**src/core/pomc_pkg.sv**
```systemverilog
package pomc_pkg;

  // Oscillator mode field codes
  localparam logic [3:0] POMC_LOWPWR_CODE    = 4'h0;
  localparam logic [3:0] POMC_STDXTAL_CODE   = 4'h1;
  localparam logic [3:0] POMC_FASTXTAL_CODE  = 4'h2;
  localparam logic [3:0] POMC_HSX4_CODE      = 4'h6;
  localparam logic [3:0] POMC_RESCAP_CODE    = 4'h3;
  localparam logic [3:0] POMC_RESCAP_IO_CODE = 4'h7;
  localparam logic [3:0] POMC_INT2_CODE      = 4'h8;
  localparam logic [3:0] POMC_INT1_CODE      = 4'h9;
  localparam logic [3:0] POMC_EXTCLK_CODE    = 4'h4;
  localparam logic [3:0] POMC_EXTCLK_IO_CODE = 4'h5;

  // Internal oscillator output selections that allow the multiplier
  localparam logic [2:0] POMC_FREQ_8MHZ  = 3'h7;
  localparam logic [2:0] POMC_FREQ_4MHZ  = 3'h6;

  localparam int         POMC_MULT_FACTOR = 4;
  localparam int         POMC_DIV_FACTOR  = 4;
  localparam logic [1:0] POMC_DIV_RESET   = 2'h0;
  localparam logic [1:0] POMC_DIV_HALF    = 2'h2;

  // Start-up hold off for crystal and RC modes, in oscillator cycles
  localparam int         POMC_OST_CYCLES  = 1024;
  localparam logic [10:0] POMC_OST_RESET  = 11'h000;

  typedef enum {
    POMC_LOWPWR, POMC_STDXTAL, POMC_FASTXTAL, POMC_HSX4, POMC_RESCAP, POMC_RESCAP_IO,
    POMC_INT1, POMC_INT2, POMC_EXTCLK, POMC_EXTCLK_IO, POMC_BAD
  } pomc_mode_t;

  typedef struct packed {
    logic clock_in_pin_io;   // Clock input pin free for I/O
    logic clock_out_pin_io;  // Clock output pin is port_a_bit6_io
    logic div_out;           // Clock output pin drives Fosc/4
    logic crystal;           // Pins dedicated to resonator
    logic ext_clock;         // Clock comes in from outside
    logic no_startup;        // No start-up delay needed
    logic hw_multiplier;     // Times-four tied to crystal
    logic int_osc;           // Internal block is primary
  } pomc_pins_t;

endpackage

```
**src/core/pomc_div4.sv**
```systemverilog
module pomc_div4
  import pomc_pkg::*;
(
  // Clock and reset
  input  wire logic clock_i,
  input  wire logic resetn_i,
  // Control
  input  wire logic sync_clear_i,
  // Output
  output logic      div_o
);

  logic [1:0] count;
  logic [1:0] next_count;
  logic       next_div;

  always_comb begin
    next_count = sync_clear_i ? POMC_DIV_RESET : count + 2'h1;
    next_div   = (next_count >= POMC_DIV_HALF);
  end

  always_ff @(posedge clock_i or negedge resetn_i) begin
    if (!resetn_i) begin
      count <= POMC_DIV_RESET;
      div_o <= 1'b0;
    end else begin
      count <= next_count;
      div_o <= next_div;
    end
  end

endmodule // pomc_div4

```
**src/core/pomc_top.sv**
```systemverilog
module pomc_top
  import pomc_pkg::*;
(
  // Clock and reset (clock_i is the selected oscillator)
  input  wire logic       clock_i,
  input  wire logic       resetn_i,
  // Configuration
  input  wire logic [3:0] osc_mode_select_i,
  input  wire logic [2:0] int_freq_select_i,
  input  wire logic       wake_from_sleep_i,
  // Software multiplier enable bit
  input  wire logic       soft_multiplier_enable_wr_i,
  input  wire logic       soft_multiplier_enable_wdata_i,
  output logic            soft_multiplier_enable_o,
  output logic            soft_multiplier_avail_o,
  // Port A bit 6 as general purpose I/O
  input  wire logic       port_a_bit6_out_i,
  input  wire logic       port_a_bit6_oe_i,
  output logic            port_a_bit6_in_o,
  // Clock output pin
  input  wire logic       clock_out_pin_i,
  output logic            clock_out_pin_o,
  output logic            clock_out_pin_oe_o,
  // Clock source control
  output logic            multiplier_on_o,
  output logic [2:0]      multiplier_factor_o,
  output logic            crystal_drive_o,
  output logic            ext_clock_in_o,
  output logic            clock_in_pin_io_o,
  output logic            clock_ready_o,
  output logic            mode_valid_o
);

  pomc_mode_t mode;
  pomc_pins_t pins;
  pomc_pins_t cfg;
  logic       mult_en;
  logic       next_mult_en;
  logic       mult_allowed;
  logic       div_out;
  logic [10:0] ost_count;
  logic [10:0] next_ost_count;
  logic       ready;
  logic       next_ready;
  logic [2:0] pin_sync;
  logic       pin_in;
  logic       next_pin_in;
  logic       restart;

  function automatic pomc_mode_t decode_mode(input logic [3:0] code);
    case (code)
      POMC_LOWPWR_CODE:    decode_mode = POMC_LOWPWR;
      POMC_STDXTAL_CODE:   decode_mode = POMC_STDXTAL;
      POMC_FASTXTAL_CODE:  decode_mode = POMC_FASTXTAL;
      POMC_HSX4_CODE:      decode_mode = POMC_HSX4;
      POMC_RESCAP_CODE:    decode_mode = POMC_RESCAP;
      POMC_RESCAP_IO_CODE: decode_mode = POMC_RESCAP_IO;
      POMC_INT1_CODE:      decode_mode = POMC_INT1;
      POMC_INT2_CODE:      decode_mode = POMC_INT2;
      POMC_EXTCLK_CODE:    decode_mode = POMC_EXTCLK;
      POMC_EXTCLK_IO_CODE: decode_mode = POMC_EXTCLK_IO;
      default:             decode_mode = POMC_BAD;
    endcase
  endfunction

  assign mode = decode_mode(osc_mode_select_i);

  always_comb begin
    pins = '0;
    case (mode)
      POMC_LOWPWR, POMC_STDXTAL, POMC_FASTXTAL: begin
        pins.crystal = 1'b1;
        // High-speed mode also runs from a clock driven into the input pin
      end
      POMC_HSX4: begin
        pins.crystal       = 1'b1;
        pins.hw_multiplier = 1'b1;
      end
      POMC_RESCAP: begin
        pins.div_out = 1'b1;
      end
      POMC_RESCAP_IO: begin
        pins.clock_out_pin_io = 1'b1;
      end
      POMC_EXTCLK: begin
        pins.ext_clock  = 1'b1;
        pins.no_startup = 1'b1;
        pins.div_out    = 1'b1;
      end
      POMC_EXTCLK_IO: begin
        pins.ext_clock        = 1'b1;
        pins.no_startup       = 1'b1;
        pins.clock_out_pin_io = 1'b1;
      end
      POMC_INT1: begin
        pins.int_osc         = 1'b1;
        pins.clock_in_pin_io = 1'b1;
        pins.div_out         = 1'b1;
        pins.no_startup      = 1'b1;
      end
      POMC_INT2: begin
        pins.int_osc          = 1'b1;
        pins.clock_in_pin_io  = 1'b1;
        pins.clock_out_pin_io = 1'b1;
        pins.no_startup       = 1'b1;
      end
      default: begin
        pins = '0;
      end
    endcase
  end

  // Multiplier bit exists only for the internal block at 4 or 8 MHz
  assign mult_allowed = pins.int_osc &&
                        (int_freq_select_i == POMC_FREQ_8MHZ ||
                         int_freq_select_i == POMC_FREQ_4MHZ);

  assign restart = wake_from_sleep_i;

  always_comb begin
    next_mult_en = mult_en;
    if (!mult_allowed) begin
      next_mult_en = 1'b0;
    end else if (soft_multiplier_enable_wr_i) begin
      next_mult_en = soft_multiplier_enable_wdata_i;
    end
    // Start-up hold off, skipped for external clock and internal modes
    next_ost_count = ost_count;
    next_ready     = ready;
    if (restart) begin
      next_ost_count = POMC_OST_RESET;
      next_ready     = pins.no_startup;
    end else if (pins.no_startup) begin
      next_ready = 1'b1;
    end else if (!ready) begin
      if (ost_count == 11'(POMC_OST_CYCLES - 1)) begin
        next_ready = 1'b1;
      end else begin
        next_ost_count = ost_count + 11'h001;
      end
    end
    // Pin input: change counts once second and third stages agree
    next_pin_in = (pin_sync[1] == pin_sync[2]) ? pin_sync[2] : pin_in;
  end

  always_ff @(posedge clock_i or negedge resetn_i) begin
    if (!resetn_i) begin
      cfg       <= '0;
      mult_en   <= 1'b0;
      ost_count <= POMC_OST_RESET;
      ready     <= 1'b0;
      pin_sync  <= 3'h0;
      pin_in    <= 1'b0;
    end else begin
      cfg       <= pins;
      mult_en   <= next_mult_en;
      ost_count <= next_ost_count;
      ready     <= next_ready;
      pin_sync  <= {pin_sync[1:0], clock_out_pin_i};
      pin_in    <= next_pin_in;
    end
  end

  // Counter held clear in reset or while output unused, fixing its phase
  pomc_div4 u_div4 (
    .clock_i      (clock_i),
    .resetn_i     (resetn_i),
    .sync_clear_i (!cfg.div_out),
    .div_o        (div_out)
  );

  always_comb begin
    clock_out_pin_o    = cfg.clock_out_pin_io ? port_a_bit6_out_i : div_out;
    clock_out_pin_oe_o = cfg.div_out |
                         (cfg.clock_out_pin_io & port_a_bit6_oe_i);
  end

  assign port_a_bit6_in_o         = cfg.clock_out_pin_io ? pin_in : 1'b0;
  assign soft_multiplier_enable_o = mult_en;
  assign soft_multiplier_avail_o  = mult_allowed;
  assign multiplier_on_o          = cfg.hw_multiplier | mult_en;
  assign multiplier_factor_o      = (cfg.hw_multiplier | mult_en) ?
                                    3'(POMC_MULT_FACTOR) : 3'h1;
  assign crystal_drive_o          = cfg.crystal;
  assign ext_clock_in_o           = cfg.ext_clock | cfg.crystal;
  assign clock_in_pin_io_o        = cfg.clock_in_pin_io;
  assign clock_ready_o            = ready;
  assign mode_valid_o             = (mode != POMC_BAD);
endmodule // pomc_top

```
**config.mk**
```make
export PLATFORM = sky130hd
export DESIGN_NAME = pomc_top
export DESIGN_NICKNAME = d
export VERILOG_FILES = /design/src/core/pomc_pkg.sv /design/src/core/pomc_div4.sv /design/src/core/pomc_top.sv
export SDC_FILE = /design/constraint.sdc
export NUM_CORES = 1
export LEC_CHECK = 0
export BUFFER_PORTS_ARGS = -buffer_cell sky130_fd_sc_hd__buf_2
export CAP_MARGIN = 20
export CORE_ASPECT_RATIO = 0.75
export CORE_MARGIN = 1.5
export CORE_UTILIZATION = 56
export DETAILED_ROUTE_END_ITERATION = 7
export GPL_TIMING_DRIVEN = 1
export MAX_ROUTING_LAYER = met4
export PLACE_DENSITY = 0.89
export SETUP_SLACK_MARGIN = 0.1
export SLEW_MARGIN = 15
export SYNTH_ARGS = -nofsm -noshare
export SYNTH_HDL_FRONTEND = slang
export SYNTH_HIERARCHICAL = 1
export SYNTH_SLANG_ARGS = --single-unit
export TNS_END_PERCENT = 20
```
**constraint.sdc**
```tcl
create_clock -name clock_i -period 4.78 [get_ports clock_i]
set_input_delay 0.478 -clock clock_i [delete_from_list [all_inputs] [get_ports clock_i]]
set_output_delay 0.478 -clock clock_i [all_outputs]
set_load 0.03 [all_outputs]
```
# ---- After elaboration in Yosys (flattened, before gate mapping)
# Memories as Yosys holds them, arrays and structs flattened.
# Index checks and enable logic that the tools add are counted.
dict set report op_classes {
  bitwise_logic 4
  n_eq_ne 18
  n_reduce_logical 10
  n_addsub 2
  magnitude_cmp 1
  muxes 21
}
# operator count
set op_table {}
lappend op_table {{equality test 32 x 3 -> 1 bit (second input constant)} 4}
lappend op_table {{equality test 32 x 2 -> 1 bit (second input constant)} 2}
lappend op_table {{equality test 32 x 4 -> 1 bit (second input constant)} 2}
lappend op_table {{two-way mux 11 bit} 4}
lappend op_table {{equality test 32 x 1 -> 1 bit (second input constant)} 1}
lappend op_table {{logical NOT 32 bit} 1}
lappend op_table {{inequality test 32 x 5 -> 1 bit (second input constant)} 1}
lappend op_table {{two-way mux 1 bit} 15}
lappend op_table {{adder 11 x 1 -> 11 bit (second input constant)} 1}
lappend op_table {{equality test 11 x 10 -> 1 bit (second input constant)} 1}
lappend op_table {{inequality test 2 bit (second input constant)} 4}
lappend op_table {{OR reduction 4 bit} 2}
lappend op_table {{equality test 3 bit (second input constant)} 2}
lappend op_table {{OR reduction 3 bit} 2}
lappend op_table {{OR reduction 2 bit} 2}
lappend op_table {{two-way mux 3 bit} 1}
lappend op_table {{bitwise OR 1 bit} 3}
lappend op_table {{AND reduction 3 bit} 1}
lappend op_table {{adder 2 x 1 -> 2 bit (second input constant)} 1}
lappend op_table {{greater-or-equal comparator 2 bit (second input constant)} 1}
lappend op_table {{two-way mux 2 bit} 1}
lappend op_table {{bitwise AND 1 bit} 1}
lappend op_table {{equality test 1 bit} 1}
lappend op_table {{logical AND 1 bit} 1}
lappend op_table {{logical OR 1 bit} 1}
dict set report word_totals {
  out_inout_bits 14
  inputBits 15
  romBits 64
  register_bits 26
  wordCells 70
  n_memories 1
}
# name depth width read_ports rd_clocked_by_memory_dff write_ports line_no
set mem_list {}
lappend mem_list {{(name not given)} 16 4 1 0 0 pomc_top.sv:51} ;# case (code)

# ---- Depth between registers and ports, before layout
# An unclocked memory read counts as a cell.
dict set report depth {
  ltp_word 6
  ltp_mapped 6
  mapped_depth_nobuf 5
}

# ---- Hierarchy
# Netlist, hierarchy kept.
# mod area_each_um2 cells_each seq_area_each_um2 n_inst
set by_module_without_submodules {}
lappend by_module_without_submodules {pomc_top 1122.3 108 575.6 1}
lappend by_module_without_submodules {pomc_div4 95.1 7 75.1 1}

# ---- Worst setup path before layout
# No wires, ideal clock.
dict set report synth_path {
  path_type {input to register}
  from {input osc_mode_select_i[3]}
  to {register ost_count[5]}
  setup_ns 0.125
  setup_slack_ns 2.908
  t_arrival_ns 1.747
  path_buffers 1
  required_ns 4.655
  cell_stages 5
  cell_sequence {nor3b_2 > or3_1 > buf_2 > nor4_1 > mux2_2}
}
dict set report synth_via {
  elab_chain_len 6
  elab_cells_between_ends 9
  classes_between {eq/ne (5); mux (1); reduce/logical (2); memory (1)}
}
# element line_no
set synth_rtl {}
lappend synth_rtl {{from (decl)} pomc_top.sv:8} ;# input wire logic [3:0] osc_mode_select_i,
lappend synth_rtl {{memory (16 x 4 bit) *} --}
lappend synth_rtl {{equality test 32 x 3 -> 1 bit or equality test 32 x 4 -> 1 bit (tied branches)} pomc_top.sv:70} ;# case (mode)
lappend synth_rtl {{OR reduction 4 bit (no line) *} --}
lappend synth_rtl {{two-way mux 1 bit *} pomc_top.sv:70}
lappend synth_rtl {{inequality test 2 bit (no line) *} --}
lappend synth_rtl {{AND reduction 3 bit (no line) *} --}
lappend synth_rtl {{to (signal assigned)} pomc_top.sv:157} ;# ost_count <= next_ost_count;
lappend synth_rtl {{to (decl)} pomc_top.sv:41} ;# logic [10:0] ost_count;
# Every way passes the cells marked *; elsewhere a longest branch is shown, timed or not.
# A chain may end at the register's enable or synchronous reset.

# ---- Worst setup path after layout
dict set report layout_path {
  from {register ost_count[2]}
  to {register ost_count[7]}
}
dict set report layout_via {
  elab_chain_len 5
  elab_cells_between_ends 8
  classes_between {add/sub (1); eq/ne (2); mux (4); reduce/logical (1)}
}
# element line_no
set layout_rtl {}
lappend layout_rtl {{adder 11 x 1 -> 11 bit} pomc_top.sv:139} ;# next_ost_count = ost_count + 11'h001;
lappend layout_rtl {{two-way mux 11 bit} pomc_top.sv:136} ;# if (ost_count == 11'(POMC_OST_CYCLES - 1)) begin
lappend layout_rtl {{two-way mux 11 bit} pomc_top.sv:135} ;# end else if (!ready) begin
lappend layout_rtl {{two-way mux 11 bit} pomc_top.sv:133} ;# end else if (pins.no_startup) begin
lappend layout_rtl {{two-way mux 11 bit} pomc_top.sv:130} ;# if (restart) begin
# Several ways; a longest one is shown, not always the timed one. The select of a mux whose other input is x is not followed.

==> flow_summary_export.csv <==
group,metric,value,unit
status,status,"finished, final reports clean",
detailed_routing,num_vias,982,
floorplan,ios,29,
global_route,grt_max_degree,27,
setup_path,crit_start,"ost_count[2]$_DFFE_PN0P_",
synthesis,ys_types,38,
synthesis,synth-seq-cells,26,
clock_tree,ctsHoldBuffers,0,
setup_path,crit_type,"reg2reg",
clock_tree,cts-htree-levels,1,
power,powerDensity,315,nW/um^2
clock_tree,postCtsSetupBuffers,0,
setup_path,r2r_cells,4,
synthesis,synth.yosys.warnings,6,
clock_tree,cts_buffers,3,
place,port_buffers,26,
detailed_routing,wl_per_cell,15.3,um
synthesis,synth.area.top_cells,"dfrtp_1, mux2_2, a21oi_1, o21ai_0, nand2_1",
timing,finalCritPeriodShare,0.403,
synthesis,synth_top_cells_by_count,"dfrtp_1, a21oi_1, nand2_1, nor2_1, o21ai_0",
timing,fin_crit,1.93,ns
floorplan,die_h,43.4,um
setup_path,required,5.02,ns
setup_path,slowest_stage,"a2111oi_0",
clock_tree,clk_latency,0.33,ns
power,ir_drop,0.265,mV
synthesis,synth_top_area_cell,"dfrtp_1",
synthesis,seq_area_frac_synth,0.534,
clock_tree,cts_resized,0,
synthesis,yosysMostFrequentCell,"dfrtp_1",
clock_tree,cts_tree,"done",
floorplan,die-area,2470,sq um
setup_path,path_cells,"nand3_1 > a2111oi_0 > and3b_1 > mux2_2",
setup_path,r2r_slack,2.85,ns
cells_and_area,layout-drive-gt1-share,0.286,
global_route,antenna_found_initial,0,
global_route,overflow,0,
hold_path,hold_class,"in2async",
setup_path,worstSetupPathDepth,4,
setup_path,crit_buf_inv,0,
setup_path,cpLargestDelayFamily,"compound AO/OA/AOI/OAI gates",
synthesis,synthesis.instances,115,
floorplan,die_w,56.8,um
detailed_routing,drtAntennaViolNets,0,
place,dp.cells,160,
cells_and_area,fill_cells,155,
cells_and_area,layout.nets,157,
timing,tightestPinTransition,0.591,ns
synthesis,postSynthAreaPerCell,10.6,sq um
setup_path,r2r-end,"ost_count[7]$_DFFE_PN0P_",
setup_path,cp_slowest_stage_delay,0.60,ns
place,hpwl,1880,um
setup_path,crit_path_start_kind,"flip-flop",
detailed_routing,via_per_inst,5.99,
timing,clock_skew,0.00650,ns
place,dpl_worst_slack,2.50,ns
clock_tree,clockBufferDepth,2,
cells_and_area,area_growth,15.4,%
global_route,grt_usage,0.248,
floorplan,initial_core_util,0.599,
synthesis,yosys_most_used_dff,"dfrtp_1",
place,gp_congestion,0.777,
synthesis,syn_nets,131,
timing,hold_viol,0,
detailed_routing,first_pass_iters,4,
detailed_routing,drcViolationCount,0,
timing,setup-tns-final,0,ns
synthesis,syn_area,1220,sq um
detailed_routing,wl,2510,um
setup_path,arrival,2.17,ns
power,p_total,443,uW
clock_tree,cts_root_buf,"clkbuf_4",
setup_path,crit_end,"ost_count[7]$_DFFE_PN0P_",
synthesis,synth_edf_count,0,
setup_path,critPathCaptureType,"flip-flop",
floorplan,fp.coreArea,2030,sq um
power,p_leak,0.669,nW
timing,slew_viol_final,0,
timing,rsz0062_at_grt,"false",
clock_tree,clock_sinks,26,
synthesis,synth_top_area_frac,0.534,
floorplan,fp-row-count,14,
timing,max_slew_margin,0.596,
timing,setup_viol,0,
clock_tree,path_clk_slew,0.14,ns
timing,fin_ws,2.85,ns
flow_run,drv_cap,0,
cells_and_area,diodes,0,
global_route,grt_pass1_wl,4330,um
global_route,grt_pass1_vias,928,
setup_path,regToRegStartpoint,"ost_count[2]$_DFFE_PN0P_",
timing,max_freq,0.519,GHz
setup_path,path_max_fanout,5,
cells_and_area,stdcell_count,164,
detailed_routing,drt-initial-drc-count,41,
synthesis,async_flop_share,1.00,
## worst min path at each step
stage	start	to	depth (start not counted)	slack (ns)
after floorplan	resetn_i	cfg[1]$_DFF_PN0_	0	0.18
after global placement	pin_sync[0]$_DFF_PN0_	pin_sync[1]$_DFF_PN0_	0	0.34
after detailed placement	pin_sync[0]$_DFF_PN0_	pin_sync[1]$_DFF_PN0_	0	0.34
after CTS	resetn_i	ost_count[4]$_DFFE_PN0P_	1	0.12
after global routing	resetn_i	ost_count[4]$_DFFE_PN0P_	1	0.14
final	resetn_i	ost_count[2]$_DFFE_PN0P_	1	0.11
## per-layer routing
| layer | global-route usage | wire length (um) | share of wire |
|---|---|---|---|
| met4 | 0.0977 | 51 | 0.020 |
| met5 | - | 0 | 0 |
| met1 | 0.292 | 1030 | 0.41 |
| met3 | 0.0716 | 149 | 0.059 |
| met2 | 0.409 | 1280 | 0.51 |
## logic make-up after synthesis
kind of cell | synth area share
simple gates | 0.212
flops | 0.534
compound gates | 0.122
buf+inv | 0.0421
mux | 0.0534
fa+ha+maj | 0.0185
xor+xnor | 0.0144
other cells | 0.00308
## area by class of cell
type | count | area, sq um | share of cell area
clock inverters | 1 | 30.0 | 0.0214
inverters | 5 | 18.8 | 0.0134
well taps | 24 | 30.0 | 0.0214
multi-input cells | 78 | 515 | 0.367
clock buffers | 3 | 22.5 | 0.0160
repair buffers | 27 | 138 | 0.0980
flip-flops and latches | 26 | 651 | 0.463
## power by group
group	internal (mW)	switching [mW]
combinational	0.0188	0.0382
sequential	0.229	0.00505
clock	0.0850	0.0671
total	0.332	0.110
## sequential cells by signal, indices dropped and copies added, names as in the netlist
register / flops
cfg: 4
u_div4/div_o: 1
crystal_drive_o: 1
soft_multiplier_enable_o: 1
u_div4/count: 2
clock_ready_o: 1
ost_count: 11
pin_sync: 3
pin_in: 1
clock_in_pin_io_o: 1
## cell usage in the layout, fill, tap and decap left out, types with 2 or more instances in the layout
master / n
and3_1: 2
clkbuf_4: 3
o31ai_1: 3
dfrtp_1: 26
o41ai_1: 2
nor4_1: 2
mux2i_1: 2
nor2_1: 7
nand3_1: 4
inv_1: 5
or2_2: 3
mux2_2: 4
nor2b_1: 4
buf_2: 26
or4_1: 3
nand2_1: 7
nor3b_1: 2
o21ai_0: 6
or3_1: 3
a21oi_1: 7
## per-stage QoR
stage / util / hold slack, ns / area (sq um)
floorplan: - / 0.182 / 1220
global placement: 0.666 / 0.337 / 1350
detailed placement: 0.666 / 0.336 / 1350
CTS: 0.692 / 0.125 / 1410
global route: 0.692 / 0.139 / 1410
finish: 0.692 / 0.111 / 1410
Note: power is estimated with default switching activity, not from simulation.
